<file path="src/rtl/osd_cmd_pkg.sv">
package osd_cmd_pkg;
    // Identifier patterns
    localparam logic [7:0] ID_MAIN_ADDR   = 8'h80;
    localparam logic [7:0] ID_SUB_ADDR    = 8'h84;
    localparam logic [5:0] ID_MAIN_CHAR   = 6'h24;
    localparam logic [5:0] ID_SUB_CHAR    = 6'h25;
    localparam logic [7:0] ID_SYS_CTRL    = 8'ha0;
    localparam logic [7:0] ID_DISP_CTRL   = 8'ha1;
    localparam logic [7:0] ID_IO_POL1     = 8'ha2;
    localparam logic [7:0] ID_BACKDROP    = 8'ha3;
    localparam logic [7:0] ID_IO_POL2     = 8'ha4;
    localparam logic [7:0] ID_OUT_CTRL    = 8'ha5;
    localparam logic [7:0] ID_MAIN_VSTART = 8'hb0;
    localparam logic [6:0] ID_MAIN_HSTART = 7'h59;
    localparam logic [7:0] ID_SUB_VSTART  = 8'hb4;
    localparam logic [6:0] ID_SUB_HSTART  = 7'h5b;
    localparam logic [7:0] ID_SCR_VSTART  = 8'hb8;
    localparam logic [6:0] ID_SCR_HSTART  = 7'h5d;
    localparam logic [7:0] ID_MAGNIFY     = 8'hc0;
    localparam logic [7:0] ID_SIZE_LO     = 8'hc4;
    localparam logic [7:0] ID_SIZE_HI     = 8'hc8;
    localparam logic [7:0] ID_BOX_UPPER   = 8'hd0;
    localparam logic [7:0] ID_BOX_LOWER   = 8'hd4;
    localparam logic [7:0] ID_BOX_LO      = 8'hd8;
    localparam logic [7:0] ID_BOX_HI      = 8'hdc;
    localparam logic [5:0] ID_OUTLINE     = 6'h38;
    localparam logic [7:0] ID_OUTL_LO     = 8'he4;
    localparam logic [7:0] ID_OUTL_HI     = 8'he8;
    localparam logic [7:0] ID_PAL_PTR     = 8'hf0;
    localparam logic [6:0] ID_PAL_DATA    = 7'h7a;
    // Write modes of the character commands
    localparam logic [1:0] WM_SINGLE      = 2'h0;
    localparam logic [1:0] WM_FULL_REPEAT = 2'h1;
    localparam logic [1:0] WM_REPEAT_34   = 2'h2;
    localparam logic [1:0] WM_REPEAT_234  = 2'h3;
    // Code limits
    localparam logic [10:0] CODE_INT_MAX  = 11'h1ff;
    localparam logic [10:0] CODE_EXT_MAX  = 11'h7ff;
    // Pointer limits
    localparam logic [3:0] LINES_LOWRES   = 4'hd;
    localparam logic [3:0] LINES_WIDE     = 4'hf;
    localparam logic [5:0] COLS_LOWRES    = 6'h28;
    localparam logic [5:0] COLS_WIDE      = 6'h21;
    // Reset values
    localparam logic [7:0]  RST_BYTE      = 8'h00;
    localparam logic [8:0]  RST_HSTART    = 9'h000;
    localparam logic [15:0] RST_MASK      = 16'h0000;
    localparam logic [15:0] RST_PTR       = 16'h0000;
    localparam logic [31:0] RST_CHAR      = 32'h0000_0000;
    // Host timing, for reference of the bench
    localparam real UNIT_TIME_US          = 4.2;
    localparam real SELECT_HIGH_US        = 1.0;
    localparam real SYS_CLK_MHZ           = 40.0;
    localparam int  UNIT_CYCLES           = int'(UNIT_TIME_US * SYS_CLK_MHZ);
    localparam int  SELECT_HIGH_CYCLES    = int'(SELECT_HIGH_US * SYS_CLK_MHZ);
    // Decoder states
    typedef enum logic [3:0] {
        ST_IDENT = 4'b0001,
        ST_DATA  = 4'b0010,
        ST_CHAR  = 4'b0100,
        ST_DONE  = 4'b1000
    } decode_state_t;
endpackage

</file>
<file path="src/rtl/osd_serial_command_decoder.sv">
`timescale 1ns/100ps
module osd_serial_command_decoder
    import osd_cmd_pkg::*;
(
    // System
    input  wire logic         sys_clk,
    input  wire logic         rst,
    // Serial link pins
    input  wire logic         serialClk,
    input  wire logic         serialData,
    input  wire logic         selectN,
    // Display settings
    output logic [15:0]       mainWritePointer,
    output logic [15:0]       subWritePointer,
    output logic [7:0]        systemControl,
    output logic [7:0]        displayControl,
    output logic [7:0]        ioPolarityFirst,
    output logic [7:0]        backdropColour,
    output logic [7:0]        ioPolaritySecond,
    output logic [7:0]        outputControl,
    output logic [7:0]        mainVertStart,
    output logic [8:0]        mainHorizStart,
    output logic [7:0]        subVertStart,
    output logic [8:0]        subHorizStart,
    output logic [7:0]        screenVertStart,
    output logic [8:0]        screenHorizStart,
    output logic [7:0]        glyphMagnification,
    output logic [15:0]       sizeLineMask,
    output logic [7:0]        boxUpperStyle,
    output logic [7:0]        boxLowerStyle,
    output logic [15:0]       boxLineMask,
    output logic [7:0]        outlineControl,
    output logic [15:0]       outlineLineMask,
    output logic [7:0]        paletteWritePointer,
    // Character and palette write strobes
    output logic              charWrite,
    output logic              charIsSub,
    output logic [31:0]       charWord,
    output logic              charTransparent,
    output logic              paletteWrite,
    output logic [7:0]        paletteData
);
    import osd_cmd_pkg::*;

    logic [2:0] clkSync_reg;
    logic [1:0] dataSync_reg;
    logic [1:0] selSync_reg;
    logic       clkRise;
    logic       selLow;
    logic [7:0] shift_reg;
    logic [2:0] bitCount_reg;
    logic       byteDone;
    logic [7:0] rxByte;
    logic [7:0] ident_reg;
    logic [1:0] charIdx_reg;
    logic [31:0] charAcc_reg;
    logic       charCmd;
    logic [1:0] writeMode;
    logic [10:0] code;
    decode_state_t state_reg;

    // Two flops per pin; the third clock flop only feeds edge detection
    always_ff @(posedge sys_clk or posedge rst) begin
        if (rst) begin
            // Idle-high like the pin, so leaving reset shows no false clock edge
            clkSync_reg  <= 3'h7;
            dataSync_reg <= 2'h0;
            selSync_reg  <= 2'h3;
        end else begin
            clkSync_reg  <= {clkSync_reg[1:0], serialClk};
            dataSync_reg <= {dataSync_reg[0], serialData};
            selSync_reg  <= {selSync_reg[0], selectN};
        end
    end

    assign clkRise = clkSync_reg[1] & ~clkSync_reg[2];
    assign selLow  = ~selSync_reg[1];

    // Byte assembly; counter clears whenever select is high
    always_ff @(posedge sys_clk or posedge rst) begin
        if (rst) begin
            shift_reg    <= RST_BYTE;
            bitCount_reg <= 3'h0;
        end else if (!selLow) begin
            bitCount_reg <= 3'h0;
        end else if (clkRise) begin
            shift_reg    <= {dataSync_reg[1], shift_reg[7:1]};
            bitCount_reg <= bitCount_reg + 3'h1;
        end
    end

    assign byteDone = selLow && clkRise && (bitCount_reg == 3'h7);
    assign rxByte   = {dataSync_reg[1], shift_reg[7:1]};

    assign charCmd   = (ident_reg[7:2] == ID_MAIN_CHAR) || (ident_reg[7:2] == ID_SUB_CHAR);
    assign writeMode = ident_reg[1:0];

    // Framing state; only a select rise returns to identifier decoding
    always_ff @(posedge sys_clk or posedge rst) begin
        if (rst) begin
            state_reg   <= ST_IDENT;
            ident_reg   <= RST_BYTE;
            charIdx_reg <= 2'h0;
        end else if (!selLow) begin
            state_reg   <= ST_IDENT;
            charIdx_reg <= 2'h0;
        end else if (byteDone) begin
            unique case (state_reg)
                ST_IDENT: begin
                    ident_reg   <= rxByte;
                    charIdx_reg <= 2'h0;
                    if (rxByte[7:2] == ID_MAIN_CHAR || rxByte[7:2] == ID_SUB_CHAR) begin
                        state_reg <= ST_CHAR;
                    end else begin
                        state_reg <= ST_DATA;
                    end
                end
                ST_DATA: begin
                    if (ident_reg[7:1] == ID_PAL_DATA && ident_reg[0]) begin
                        state_reg <= ST_DATA;
                    end else begin
                        state_reg <= ST_DONE;
                    end
                end
                ST_CHAR: begin
                    if (charIdx_reg != 2'h3) begin
                        charIdx_reg <= charIdx_reg + 2'h1;
                    end else begin
                        unique case (writeMode)
                            WM_SINGLE:      state_reg <= ST_DONE;
                            WM_FULL_REPEAT: charIdx_reg <= 2'h0;
                            WM_REPEAT_34:   charIdx_reg <= 2'h2;
                            WM_REPEAT_234:  charIdx_reg <= 2'h1;
                        endcase
                    end
                end
                ST_DONE: state_reg <= ST_DONE;
            endcase
        end
    end

    // Character group assembly and write
    assign code = {charAcc_reg[10:8], rxByte};
    always_ff @(posedge sys_clk or posedge rst) begin
        if (rst) begin
            charAcc_reg     <= RST_CHAR;
            charWrite       <= 1'b0;
            charIsSub       <= 1'b0;
            charWord        <= RST_CHAR;
            charTransparent <= 1'b0;
        end else begin
            charWrite <= 1'b0;
            if (byteDone && state_reg == ST_CHAR && charCmd) begin
                unique case (charIdx_reg)
                    2'h0: charAcc_reg[31:24] <= ident_reg[2] ? RST_BYTE : rxByte;
                    2'h1: charAcc_reg[23:16] <= ident_reg[2] ? RST_BYTE : rxByte;
                    2'h2: charAcc_reg[15:8]  <= {2'h0, rxByte[5:0]};
                    2'h3: begin
                        charWrite <= 1'b1;
                        charIsSub <= ident_reg[2];
                        // Internal codes above the glyph store are folded back in range
                        charWord  <= {charAcc_reg[31:11],
                                      code[10:8] & (charAcc_reg[12] ? CODE_EXT_MAX[10:8]
                                                                    : CODE_INT_MAX[10:8]),
                                      rxByte};
                        charTransparent <= !charAcc_reg[12] && !charAcc_reg[11]
                                           && ((code & CODE_INT_MAX) == CODE_INT_MAX);
                    end
                endcase
            end
        end
    end

    // Data byte commands; palette data with identifier bit 0 set accepts repeated bytes
    always_ff @(posedge sys_clk or posedge rst) begin
        if (rst) begin
            mainWritePointer    <= RST_PTR;
            subWritePointer     <= RST_PTR;
            systemControl       <= RST_BYTE;
            displayControl      <= RST_BYTE;
            ioPolarityFirst     <= RST_BYTE;
            backdropColour      <= RST_BYTE;
            ioPolaritySecond    <= RST_BYTE;
            outputControl       <= RST_BYTE;
            mainVertStart       <= RST_BYTE;
            mainHorizStart      <= RST_HSTART;
            subVertStart        <= RST_BYTE;
            subHorizStart       <= RST_HSTART;
            screenVertStart     <= RST_BYTE;
            screenHorizStart    <= RST_HSTART;
            glyphMagnification  <= RST_BYTE;
            sizeLineMask        <= RST_MASK;
            boxUpperStyle       <= RST_BYTE;
            boxLowerStyle       <= RST_BYTE;
            boxLineMask         <= RST_MASK;
            outlineControl      <= RST_BYTE;
            outlineLineMask     <= RST_MASK;
            paletteWritePointer <= RST_BYTE;
            paletteWrite        <= 1'b0;
            paletteData         <= RST_BYTE;
        end else begin
            paletteWrite <= 1'b0;
            if (byteDone && state_reg == ST_DATA) begin
                if (ident_reg[7:2] == ID_MAIN_ADDR[7:2]) begin
                    // Line saturates at the wide-format limit, column at the low-resolution limit
                    mainWritePointer <= {6'h00,
                        ({ident_reg[1:0], rxByte[7:6]} >= LINES_WIDE)
                            ? LINES_WIDE - 4'h1 : {ident_reg[1:0], rxByte[7:6]},
                        (rxByte[5:0] >= COLS_LOWRES)
                            ? COLS_LOWRES - 6'h1 : rxByte[5:0]};
                end
                if (ident_reg == ID_SUB_ADDR) begin
                    subWritePointer <= {14'h0000, rxByte[6], rxByte[0]};
                end
                if (ident_reg == ID_SYS_CTRL)   systemControl <= rxByte;
                if (ident_reg == ID_DISP_CTRL)  displayControl <= rxByte;
                if (ident_reg == ID_IO_POL1)    ioPolarityFirst <= rxByte;
                if (ident_reg == ID_BACKDROP)   backdropColour <= {2'h0, rxByte[5:0]};
                if (ident_reg == ID_IO_POL2)    ioPolaritySecond <= rxByte;
                if (ident_reg == ID_OUT_CTRL)   outputControl <= {3'h0, rxByte[4:0]};
                if (ident_reg == ID_MAIN_VSTART) mainVertStart <= rxByte;
                if (ident_reg == ID_SUB_VSTART)  subVertStart <= rxByte;
                if (ident_reg == ID_SCR_VSTART)  screenVertStart <= rxByte;
                if (ident_reg[7:1] == ID_MAIN_HSTART) mainHorizStart <= {ident_reg[0], rxByte};
                if (ident_reg[7:1] == ID_SUB_HSTART)  subHorizStart <= {ident_reg[0], rxByte};
                if (ident_reg[7:1] == ID_SCR_HSTART)  screenHorizStart <= {ident_reg[0], rxByte};
                if (ident_reg == ID_MAGNIFY) glyphMagnification <= {4'h0, rxByte[3:0]};
                if (ident_reg == ID_SIZE_LO) sizeLineMask[7:0] <= rxByte;
                if (ident_reg == ID_SIZE_HI) sizeLineMask[15:8] <= rxByte;
                if (ident_reg == ID_BOX_LO)  boxLineMask[7:0] <= rxByte;
                if (ident_reg == ID_BOX_HI)  boxLineMask[15:8] <= rxByte;
                if (ident_reg == ID_OUTL_LO) outlineLineMask[7:0] <= rxByte;
                if (ident_reg == ID_OUTL_HI) outlineLineMask[15:8] <= rxByte;
                if (ident_reg == ID_BOX_UPPER) boxUpperStyle <= {rxByte[7:6], 1'b0, rxByte[4:0]};
                if (ident_reg == ID_BOX_LOWER) boxLowerStyle <= {rxByte[7:6], 1'b0, rxByte[4:0]};
                if (ident_reg[7:2] == ID_OUTLINE) outlineControl <= {ident_reg[1:0], 1'b0, rxByte[4:0]};
                if (ident_reg == ID_PAL_PTR) paletteWritePointer <= {3'h0, rxByte[4:0]};
                if (ident_reg[7:1] == ID_PAL_DATA) begin
                    paletteWrite <= 1'b1;
                    paletteData  <= rxByte;
                end
            end
        end
    end

    property p_select_high_frames;
        @(posedge sys_clk) disable iff (rst)
        selSync_reg[1] |=> (bitCount_reg == 3'h0 && state_reg == ST_IDENT);
    endproperty
    a_select_high_frames: assert property (p_select_high_frames)
        else $error("framing not cleared while select high");

    property p_ident_leaves;
        @(posedge sys_clk) disable iff (rst)
        (byteDone && state_reg == ST_IDENT) |=> (state_reg != ST_IDENT || !selLow);
    endproperty
    a_ident_leaves: assert property (p_ident_leaves)
        else $error("identifier byte not consumed");

    property p_char_continuous;
        @(posedge sys_clk) disable iff (rst)
        (state_reg == ST_CHAR && writeMode != WM_SINGLE && selLow && !byteDone)
            |=> state_reg == ST_CHAR;
    endproperty
    a_char_continuous: assert property (p_char_continuous)
        else $error("continuous mode left without select rise");

    property p_single_ends;
        @(posedge sys_clk) disable iff (rst)
        (byteDone && state_reg == ST_CHAR && charIdx_reg == 2'h3 && writeMode == WM_SINGLE)
            |=> state_reg == ST_DONE;
    endproperty
    a_single_ends: assert property (p_single_ends)
        else $error("single group did not end");

    property p_char_strobe;
        @(posedge sys_clk) disable iff (rst)
        (byteDone && state_reg == ST_CHAR && charIdx_reg == 2'h3)
            |=> (charWrite && charWord[7:0] == $past(rxByte));
    endproperty
    a_char_strobe: assert property (p_char_strobe)
        else $error("character write strobe missing");

    property p_sub_zero;
        @(posedge sys_clk) disable iff (rst)
        (charWrite && charIsSub) |-> charWord[31:16] == 16'h0000;
    endproperty
    a_sub_zero: assert property (p_sub_zero)
        else $error("sub character first bytes not zero");

    property p_hstart;
        @(posedge sys_clk) disable iff (rst)
        (byteDone && state_reg == ST_DATA && ident_reg[7:1] == ID_MAIN_HSTART)
            |=> mainHorizStart == {$past(ident_reg[0]), $past(rxByte)};
    endproperty
    a_hstart: assert property (p_hstart)
        else $error("horizontal start not loaded");

    property p_palette_strobe;
        @(posedge sys_clk) disable iff (rst)
        (byteDone && state_reg == ST_DATA && ident_reg[7:1] == ID_PAL_DATA)
            |=> (paletteWrite && paletteData == $past(rxByte));
    endproperty
    a_palette_strobe: assert property (p_palette_strobe)
        else $error("palette write missing");

    property p_output_zero;
        @(posedge sys_clk) disable iff (rst)
        outputControl[7:5] == 3'h0 && glyphMagnification[7:4] == 4'h0;
    endproperty
    a_output_zero: assert property (p_output_zero)
        else $error("reserved control bits set");

    property p_byte_count;
        @(posedge sys_clk) disable iff (rst)
        byteDone |=> bitCount_reg == 3'h0;
    endproperty
    a_byte_count: assert property (p_byte_count)
        else $error("bit counter not restarted after eighth bit");

    // Clamp keeps a stray host value from addressing outside the screen memory
    property p_pointer_clamp;
        @(posedge sys_clk) disable iff (rst)
        mainWritePointer[15:10] == 6'h00 && mainWritePointer[9:6] < LINES_WIDE
            && mainWritePointer[5:0] < COLS_LOWRES && subWritePointer[15:2] == 14'h0000;
    endproperty
    a_pointer_clamp: assert property (p_pointer_clamp)
        else $error("write pointer outside its range");

    property p_internal_code;
        @(posedge sys_clk) disable iff (rst)
        (charWrite && !charWord[12]) |-> charWord[10:9] == 2'h0;
    endproperty
    a_internal_code: assert property (p_internal_code)
        else $error("internal code above glyph store");

    property p_transparent;
        @(posedge sys_clk) disable iff (rst)
        charWrite |-> charTransparent == (!charWord[12] && !charWord[11]
                                          && charWord[10:0] == CODE_INT_MAX);
    endproperty
    a_transparent: assert property (p_transparent)
        else $error("transparent flag wrong");

    property p_palette_single;
        @(posedge sys_clk) disable iff (rst)
        (paletteWrite && !ident_reg[0]) |-> state_reg == ST_DONE;
    endproperty
    a_palette_single: assert property (p_palette_single)
        else $error("single palette write left data open");

endmodule // osd_serial_command_decoder

</file>
<file path="config.mk">
export PLATFORM = sky130hd
export DESIGN_NAME = osd_serial_command_decoder
export DESIGN_NICKNAME = d
export VERILOG_FILES = /design/src/rtl/osd_cmd_pkg.sv /design/src/rtl/osd_serial_command_decoder.sv
export SDC_FILE = /design/constraint.sdc
export NUM_CORES = 1
export LEC_CHECK = 0
export CAP_MARGIN = 20
export CORE_ASPECT_RATIO = 0.6
export CORE_MARGIN = 1.5
export CORE_UTILIZATION = 40
export CTS_BUF_LIST = sky130_fd_sc_hd__clkbuf_4 sky130_fd_sc_hd__clkbuf_8
export CTS_CLUSTER_DIAMETER = 80
export DETAILED_ROUTE_END_ITERATION = 10
export DONT_BUFFER_PORTS = 1
export GPL_TIMING_DRIVEN = 0
export PLACE_DENSITY = 0.57
export RECOVER_POWER = 25
export SLEW_MARGIN = 10
export SYNTH_ARGS = -nofsm -noshare
export SYNTH_HDL_FRONTEND = slang
export SYNTH_SLANG_ARGS = --single-unit
</file>
<file path="constraint.sdc">
create_clock -name sys_clk -period 20.2 [get_ports sys_clk]
set_clock_uncertainty 0.2 [all_clocks]
set_input_delay 1.01 -clock sys_clk [delete_from_list [all_inputs] [get_ports sys_clk]]
set_output_delay 1.01 -clock sys_clk [all_outputs]
set_load 0.005 [all_outputs]
</file>
## After elaboration in Yosys (flattened, before gate mapping)

Index checks and enable logic that the tools add are counted.

- Register bits: 280
- Input bits: 5

- $add $sub $neg: 2
- Magnitude comparators: 2
- Eq/ne operators: 46
- Mux-type cells: 22
- Bitwise gates (word level): 4
- Reduce and logical (&&, ||, !) cells: 51

Operators by type and width:

| cell | number |
|---|---|
| 8-bit == test, second input constant | 20 |
| 2-bit AND reduction | 31 |
| 6-bit == test, second input constant | 6 |
| 7-bit == test, second input constant | 4 |
| 4-bit two-way mux | 6 |
| 4-bit case mux with 4 select lines | 1 |
| 3-bit two-way mux | 4 |
| 9-bit == test, second input constant | 1 |
| 3-bit AND reduction | 3 |
| 2-bit == test, second input constant | 4 |
| 1-bit logical AND | 8 |
| 8-bit two-way mux | 1 |
| 6-bit >= comparator, second input constant | 1 |
| 2-bit two-way mux | 3 |
| 6-bit two-way mux | 1 |
| 6-bit by 3-bit inequality test with 1-bit output, second input constant | 1 |
| 2-bit case mux with 3 select lines | 1 |
| 2-bit by 1-bit == test with 1-bit output, second input constant | 2 |
| 4-bit by 1-bit == test with 1-bit output, second input constant | 1 |
| 4-bit by 2-bit == test with 1-bit output, second input constant | 1 |
| 4-bit by 3-bit == test with 1-bit output, second input constant | 1 |
| 4-bit == test, second input constant | 1 |
| 4-bit >= comparator, second input constant | 1 |
| 2-bit zero test | 2 |
| 15 further kinds | 22 |

## Longest topological paths before layout

Gate-level depths: netlist (run 1).

- Depth after elaboration: 7
- Mapped depth: 8
- Depth with buffers taken out: 6

## Worst setup path before layout (run 1)

Ideal clock, no wire load.

- Kind: flip-flop to flip-flop
- From: reg bitCount_reg[0]
- To: reg mainHorizStart[0]
- Library setup time: 125 ps
- Arrival: 2125 ps
- Setup slack: 17750 ps
- Cell stages (with the launch flop): 8
- Path buffers: 1
- Cell sequence: dfrtp_1 -> ha_1 -> ha_1 -> and4bb_2 -> buf_2 -> nand3_1 -> nor3_2 -> mux2_2

- Longest elaborated chain between the ends: 4

Ends and longest elaborated chain:

| what | RTL line | source |
|---|---|---|
| start: declaration | osd_serial_command_decoder.sv:51 | `logic [2:0] bitCount_reg;` |
| start signal: assignment | osd_serial_command_decoder.sv:88 | `bitCount_reg <= bitCount_reg + 3'h1;` |
| 3-bit == test | osd_serial_command_decoder.sv:92 | `assign byteDone = selLow && clkRise && (bitCount_reg == 3'h7);` |
| 1-bit logical AND | osd_serial_command_decoder.sv:92 |  |
| 1-bit logical AND | osd_serial_command_decoder.sv:203 | `if (byteDone && state_reg == ST_DATA) begin` |
| 2-bit AND reduction (no line) | -- |  |
| end signal: assignment | osd_serial_command_decoder.sv:224 | `if (ident_reg[7:1] == ID_MAIN_HSTART) mainHorizStart <= {ident_reg[0], rxByte};` |
| end: declaration | osd_serial_command_decoder.sv:22 | `output logic [8:0] mainHorizStart,` |

Every way passes these cells.
A chain may end at the register's enable or synchronous reset.

==> results.sh, run 1 <==
export IMPL_async_flop_share_pct=100
export IMPL_cts_tree="done"
export IMPL_die_h_um=134
export IMPL_synth_distinct_cells=48
export IMPL_synth_area_leaders="dfrtp_1, mux2_2, buf_4"
export IMPL_wl_per_cell_um=23.5
export IMPL_numCtsBuffers=43
export IMPL_first_pass_iters=4
export IMPL_rows=47
export IMPL_grtUsageTotal_pct=20.4
export IMPL_h_tree_depth=2
export IMPL_switchingPower_mw=0.332
export IMPL_route_detailed_drc=0
export IMPL_grt_overflow=0
export IMPL_required_ps=19510
export IMPL_netlist_area_um2=11500
export IMPL_hpwl_mm=20.5
export IMPL_cts_resized=0
export IMPL_slowest_delay_ps=3510
export IMPL_initial_utilization_pct=41.1
export IMPL_path_cells="clkinvlp_2 > clkbuf_1"
export IMPL_postCtsHoldBufs=0
export IMPL_clkPwrFrac_pct=41.9
export IMPL_r2r_cells=7
export IMPL_layout_cells_non_filler=1281
export IMPL_power_leakage_nw=6.55
export IMPL_root_buffer="clkbuf_8"
export IMPL_max_freq_mhz=139
export IMPL_top_layer_used="met4"
export IMPL_vias=6638
export IMPL_setup_viol=0
export IMPL_yosysSeqAreaShare_pct=60.9
export IMPL_r2r_end="boxLineMask[13]"
export IMPL_r2r_slack_ps=16990
export IMPL_clkTransAtPathRegs_ps=60
export IMPL_crit_path_max_fanout=90
export IMPL_vdd_drop_max_v=0.0000423
export IMPL_combPwrFrac_pct=10.3
export IMPL_hold_class="reg2reg"
export IMPL_synthCells=798
export IMPL_path_buf_inv=2
export IMPL_largest_reg_flops=30
export IMPL_drive_gt1_share_pct=43.1
export IMPL_finalSetupTns_ps=0
export IMPL_power_mw=1.20
export IMPL_p_int_mw=0.871
export IMPL_ios=268
export IMPL_synth_seq_cells=279
export IMPL_layout_commonest_cell="dfrtp_1"
export IMPL_dr_wl_met2_mm=12.6
export IMPL_final_nets=896
export IMPL_tightest_slew_ps=4860
export IMPL_coreArea_um2=27900
export IMPL_critPathKind="in2async"
export IMPL_grt_max_degree=114
export IMPL_clock_latency_ps=580
export IMPL_relSlewSlack_pct=-224
export IMPL_maxCapViolations=2
export IMPL_arrival_ps=6530
export IMPL_yosys_area_top_type="dfrtp_1"
export IMPL_finalCritPeriodShare_pct=35.7
export IMPL_drtIter0Drc=296
export IMPL_wl_met3_mm=2.89
export IMPL_portBuffers=0
export IMPL_diodes=0
export IMPL_powerDensity_nw_per_um2=92.3
export IMPL_grt_pass1_vias=6797
export IMPL_hp_start="dataSync_reg[0]"
export IMPL_finalHoldViolCount=0
export IMPL_fin_crit_ps=7220
export IMPL_timing_rr_start="ident_reg[0]"
export IMPL_cp_top_family="buffers and inverters"
export IMPL_wl_met1_mm=14.1
export IMPL_hold_path_depth=0
export IMPL_cp_slowest_cell="clkbuf_1"
export IMPL_synth_main_ff_cell="dfrtp_1"
export IMPL_ant_nets=0
export IMPL_cts_setup_buffers=0
export IMPL_grt_pass1_wl_mm=45.2
export IMPL_drv_slew=169
export IMPL_avgSynthCellArea_um2=14.4
export IMPL_rsz0062_at_grt="no"
export IMPL_status="finished, violations left"
export IMPL_violations="capacitance limit, slew limit"
export IMPL_synth_top_area_share_pct=59.6
export IMPL_syn_to_final_growth_pct=13.6
export IMPL_die_area_um2=29700
export IMPL_clockBufferDepth=3
export IMPL_seqPwrFrac_pct=47.8
export IMPL_hold_path_end="dataSync_reg[1]"
export IMPL_cp_end_kind="asynchronous set/reset pin"
export IMPL_worstSetupStartpointType="input port"
export IMPL_fin_ws_ps=12980
export IMPL_die_w_um=222
export IMPL_synth_edf_count=0
export IMPL_cts_sinks=279
export IMPL_dp_worst_setup_slack_ps=17040
export IMPL_post_place_cells=1203
export IMPL_synth_warnings=0
export IMPL_swShare_pct=27.6
export IMPL_worst_path_stages=2
export IMPL_place_congestion=0.813
export IMPL_finalWirelength_mm=30.1
export IMPL_antenna_found_initial=2
export IMPL_final_cell_mix="dfrtp_1, mux2_2, clkbuf_8"
export IMPL_postLayoutCoreUtil_pct=46.8
export IMPL_routed_via_density=5.18
-- synthesized netlist by cell type, drive strengths merged (3+ instances only) --
| library cell | number |
|---|---|
| nor4 | 3 |
| inv | 6 |
| buf | 50 |
| and4 | 5 |
| o21ai | 20 |
| nor2b | 5 |
| nand4 | 7 |
| nand2b | 12 |
| dfstp | 6 |
| nor2 | 14 |
| ha | 10 |
| nor3 | 9 |
| mux2i | 3 |
| clkbuf | 36 |
| dfrtp | 273 |
| nand2 | 33 |
| and3 | 6 |
| nor4bb | 5 |
| nand3 | 17 |
| a21oi | 8 |
| nor3b | 3 |
| nor4b | 5 |
| mux2 | 243 |
-- cell type report --
type                       count  area, µm²
tap                          367        459
fill                        2600      14800
clock inverter                 6       38.8
clock buffer                  72        897
multi-input combinational    463       4120
buffer                        86        477
inverter                       6       23.8
timing repair buffer           2       31.3
sequential                   279       6990
-- worst max-delay path by stage --
stage,endpoint,from,slack [ps]
2_1_floorplan,backdropColour[0],rst,11310
3_3_place_gp,mainVertStart[3],rst,8080
3_5_place_dp,boxLineMask[8],ident_reg[0],17040
4_1_cts,boxLineMask[8],ident_reg[0],16990
5_1_grt,mainVertStart[1],rst,11620
6_report,subVertStart[1],rst,12980
-- worst reg2reg max path, stage by stage, from the launching register on --
cell and delay (ps):
dfrtp_1 530, inv_1 210, ha_1 160, clkbuf_1 420, nand2_1 270, nor2_1 390, nand4_1 470, mux2_2 430
-- metrics by stage --
stage / cell area, µm² / hold WS [ps]
floorplan: 11600 / 131
global placement: 12100 / 132
detailed placement: 12100 / 136
CTS: 13100 / 130
global route: 13000 / 151
finish: 13000 / 147
-- power by group through the flow --
| stage | registers, mW | clock network (mW) | logic, mW |
|---|---|---|---|
| global placement | 0.585 | 0 | 0.126 |
| CTS | 0.575 | 0.519 | 0.127 |
| finish | 0.575 | 0.504 | 0.124 |
| floorplan | 0.581 | 0 | 0.0650 |
| global route | 0.576 | 0.542 | 0.138 |
| detailed placement | 0.585 | 0 | 0.127 |
-- kinds of logic after synthesis --
family          count (synthesis)  synth area share (%)
flops                         279                  60.9
fa+ha+maj                      10                  1.09
buf+inv                        92                  4.36
xor+xnor                        3                 0.229
simple gates                  133                  7.57
compound gates                 34                  1.66
other cells                     1                0.0327
mux                           246                  24.1
-- metal layers --
metal	GRT usage [%]	vias up
met3	8.89	45
li1	-	2911
met5	0	-
met1	28.7	3487
met2	28.5	195
met4	5.48	0
(Power assumes the default switching activity.)
==> run 2: changes to the inputs <==
--- a/config.mk
+++ b/config.mk
@@ -14,7 +14,7 @@
 export DETAILED_ROUTE_END_ITERATION = 10
 export DONT_BUFFER_PORTS = 1
 export GPL_TIMING_DRIVEN = 0
-export PLACE_DENSITY = 0.57
+export PLACE_DENSITY = 0.59
 export RECOVER_POWER = 25
 export SLEW_MARGIN = 10
 export SYNTH_ARGS = -nofsm -noshare
==> constraint.sdc (replaced) <==
create_clock -name sys_clk -period 6.1 [get_ports sys_clk]
set_clock_uncertainty 0.2 [all_clocks]
set_input_delay 0.305 -clock sys_clk [delete_from_list [all_inputs] [get_ports sys_clk]]
set_output_delay 0.305 -clock sys_clk [all_outputs]
set_load 0.005 [all_outputs]
==> run 2 against run 1 <==
Against the previous run:
- the run still ends with capacitance limit, slew limit left
- die area unchanged
- via count shrank 0.15%
- critical path depth rose by 2
- clock power rose to 3.1 times the previous value
- combinational power grew to 3.4 times the previous value
- sequential cell count did not move
- wire length shrank 0.84%
- clock-buffer cell count is 6 lower
- first-iteration DRC count shrank 8.8%
- sequential power grew to 3.3 times the previous value
- non-clock buffer count up 11
- total power rose to 3.2 times the previous value
- largest power group unchanged
- highest routed layer unchanged
==> results.sh, run 2 (synthesis results as in run 1) <==
export IMPL_status="finished, violations left"
export IMPL_violations="capacitance limit, slew limit"
export IMPL_root_buffer="clkbuf_8"
export IMPL_hpwl_mm=20.7
export IMPL_drv_slew=181
export IMPL_nFillCells=2493
export IMPL_slowest_delay_ps=1520
export IMPL_r2r_slack_ps=2870
export IMPL_arrival_ps=3930
export IMPL_die_w_um=222
export IMPL_route_detailed_drc=0
export IMPL_vdd_drop_max_v=0.000138
export IMPL_combPwrFrac_pct=10.8
export IMPL_diodes=0
export IMPL_final_nets=906
export IMPL_rsz0062_at_grt="no"
export IMPL_fin_crit_ps=3880
export IMPL_seqPwrFrac_pct=48.7
export IMPL_ant_nets=0
export IMPL_setup_viol=0
export IMPL_layout_commonest_cell="dfrtp_1"
export IMPL_r2r_cells=7
export IMPL_clock_latency_ps=550
export IMPL_clkTransAtPathRegs_ps=70
export IMPL_wl_per_cell_um=23.2
export IMPL_portBuffers=0
export IMPL_switchingPower_mw=1.08
export IMPL_place_area_um2=12200
export IMPL_grt_overflow=0
export IMPL_max_freq_mhz=258
export IMPL_postLayoutCellArea_um2=13100
export IMPL_hold_path_depth=1
export IMPL_critPathKind="in2async"
export IMPL_finalCritPeriodShare_pct=63.6
export IMPL_timing_rr_start="ident_reg[0]"
export IMPL_swShare_pct=27.6
export IMPL_power_leakage_nw=6.58
export IMPL_clockBufferDepth=3
export IMPL_crit_path_max_fanout=38
export IMPL_hp_start="selectN"
export IMPL_cts_setup_buffers=0
export IMPL_rows=47
export IMPL_die_area_um2=29700
export IMPL_largest_reg_flops=30
export IMPL_cts_tree="done"
export IMPL_cp_slowest_cell="clkbuf_1"
export IMPL_grt_pass1_wl_mm=44.8
export IMPL_first_pass_iters=4
export IMPL_antenna_found_initial=1
export IMPL_grt_pass1_vias=6794
export IMPL_path_cells="dlygate4sd3_1 > clkinvlp_2 > clkbuf_1 > clkbuf_1"
export IMPL_finalWirelength_mm=29.8
export IMPL_power_mw=3.90
export IMPL_cp_end_kind="asynchronous set/reset pin"
export IMPL_cts_resized=0
export IMPL_tightest_slew_ps=2020
export IMPL_timing_critical_path_mode_cell="clkbuf_1"
export IMPL_grt_max_degree=40
export IMPL_required_ps=6150
export IMPL_cts_sinks=279
export IMPL_drtIter0Drc=270
export IMPL_clkPwrFrac_pct=40.4
export IMPL_p_int_mw=2.83
export IMPL_routed_via_density=5.15
export IMPL_maxCapViolations=5
export IMPL_final_cell_mix="dfrtp_1, mux2_2, clkbuf_8"
export IMPL_powerDensity_nw_per_um2=299
export IMPL_hold_path_end="selSync_reg[0]"
export IMPL_hold_class="in2reg"
export IMPL_syn_to_final_growth_pct=13.9
export IMPL_drive_gt1_share_pct=42.7
export IMPL_coreArea_um2=27900
export IMPL_place_congestion=0.813
export IMPL_relSlewSlack_pct=-35.0
export IMPL_numCtsBuffers=42
export IMPL_r2r_end="boxLineMask[8]"
export IMPL_h_tree_depth=2
export IMPL_grtUsageTotal_pct=20.1
export IMPL_vias=6628
export IMPL_ios=268
export IMPL_worstSetupStartpointType="input port"
export IMPL_die_h_um=134
export IMPL_finalSetupTns_ps=0
export IMPL_postCtsHoldBufs=5
export IMPL_finalHoldViolCount=0
export IMPL_postLayoutCoreUtil_pct=46.9
export IMPL_initial_utilization_pct=41.1
## run 2: cell types whose count changed in the layout (fill, tap and decap cells not counted)
cell,before,now
clkinv_2,3,8
clkbuf_8,57,54
clkbuf_4,15,12
buf_12,0,3
buf_16,1,0
clkinvlp_4,2,0
buf_2,9,10
inv_6,1,0
clkbuf_1,38,41
dlygate4sd3_1,0,5
## run 2: worst max path at each step
stage,slack (ps),startpoint,to,cells after the start
floorplan,1910,rst,backdropColour[0],1
global placement,310,rst,subVertStart[3],1
detailed placement,2910,ident_reg[0],boxLineMask[12],7
CTS,2900,ident_reg[0],boxLineMask[8],7
global route,1420,rst,mainHorizStart[8],4
finish,2220,rst,mainHorizStart[7],4
## run 2: power groups by stage
stage               Clock [mW]  Combinational, mW  Sequential, mW
finish                    1.58              0.422            1.90
global route              1.71              0.466            1.90
CTS                       1.63              0.438            1.90
detailed placement           0              0.434            1.94
global placement             0              0.420            1.94
floorplan                    0              0.215            1.93
## run 2: per-layer routing
metal / vias to the layer above / global-route usage (%) / wire [µm]
met4: 0 / 4.41 / 332
met1: 3450 / 28.5 / 13600
met2: 212 / 29.3 / 12900
li1: 2931 / - / -
met5: - / 0 / 0
met3: 35 / 7.71 / 3040
## run 2: metrics by stage
stage	std cells	setup WS (ps)	hold WS, ps
after detailed placement	1209	2910	-81.2
after floorplan	834	1910	109
after CTS	1288	2900	77.6
after global placement	1201	309	110
after global routing	1288	1420	78.1
final	1288	2220	118
## run 2: final cells by class
class	instances	area (µm²)	area share (%)
clock inverters	8	40.0	0.306
well taps	367	459	3.51
clock buffers	66	833	6.38
repair buffers	13	129	0.986
inverters	6	23.8	0.182
flip-flops and latches	279	6990	53.5
multi-input cells	463	4120	31.5
plain buffers	86	478	3.66
## run 2: critical path, delay by kind of cell
kind | cells | cell delay (ps)
buffers and inverters | 4 | 3580
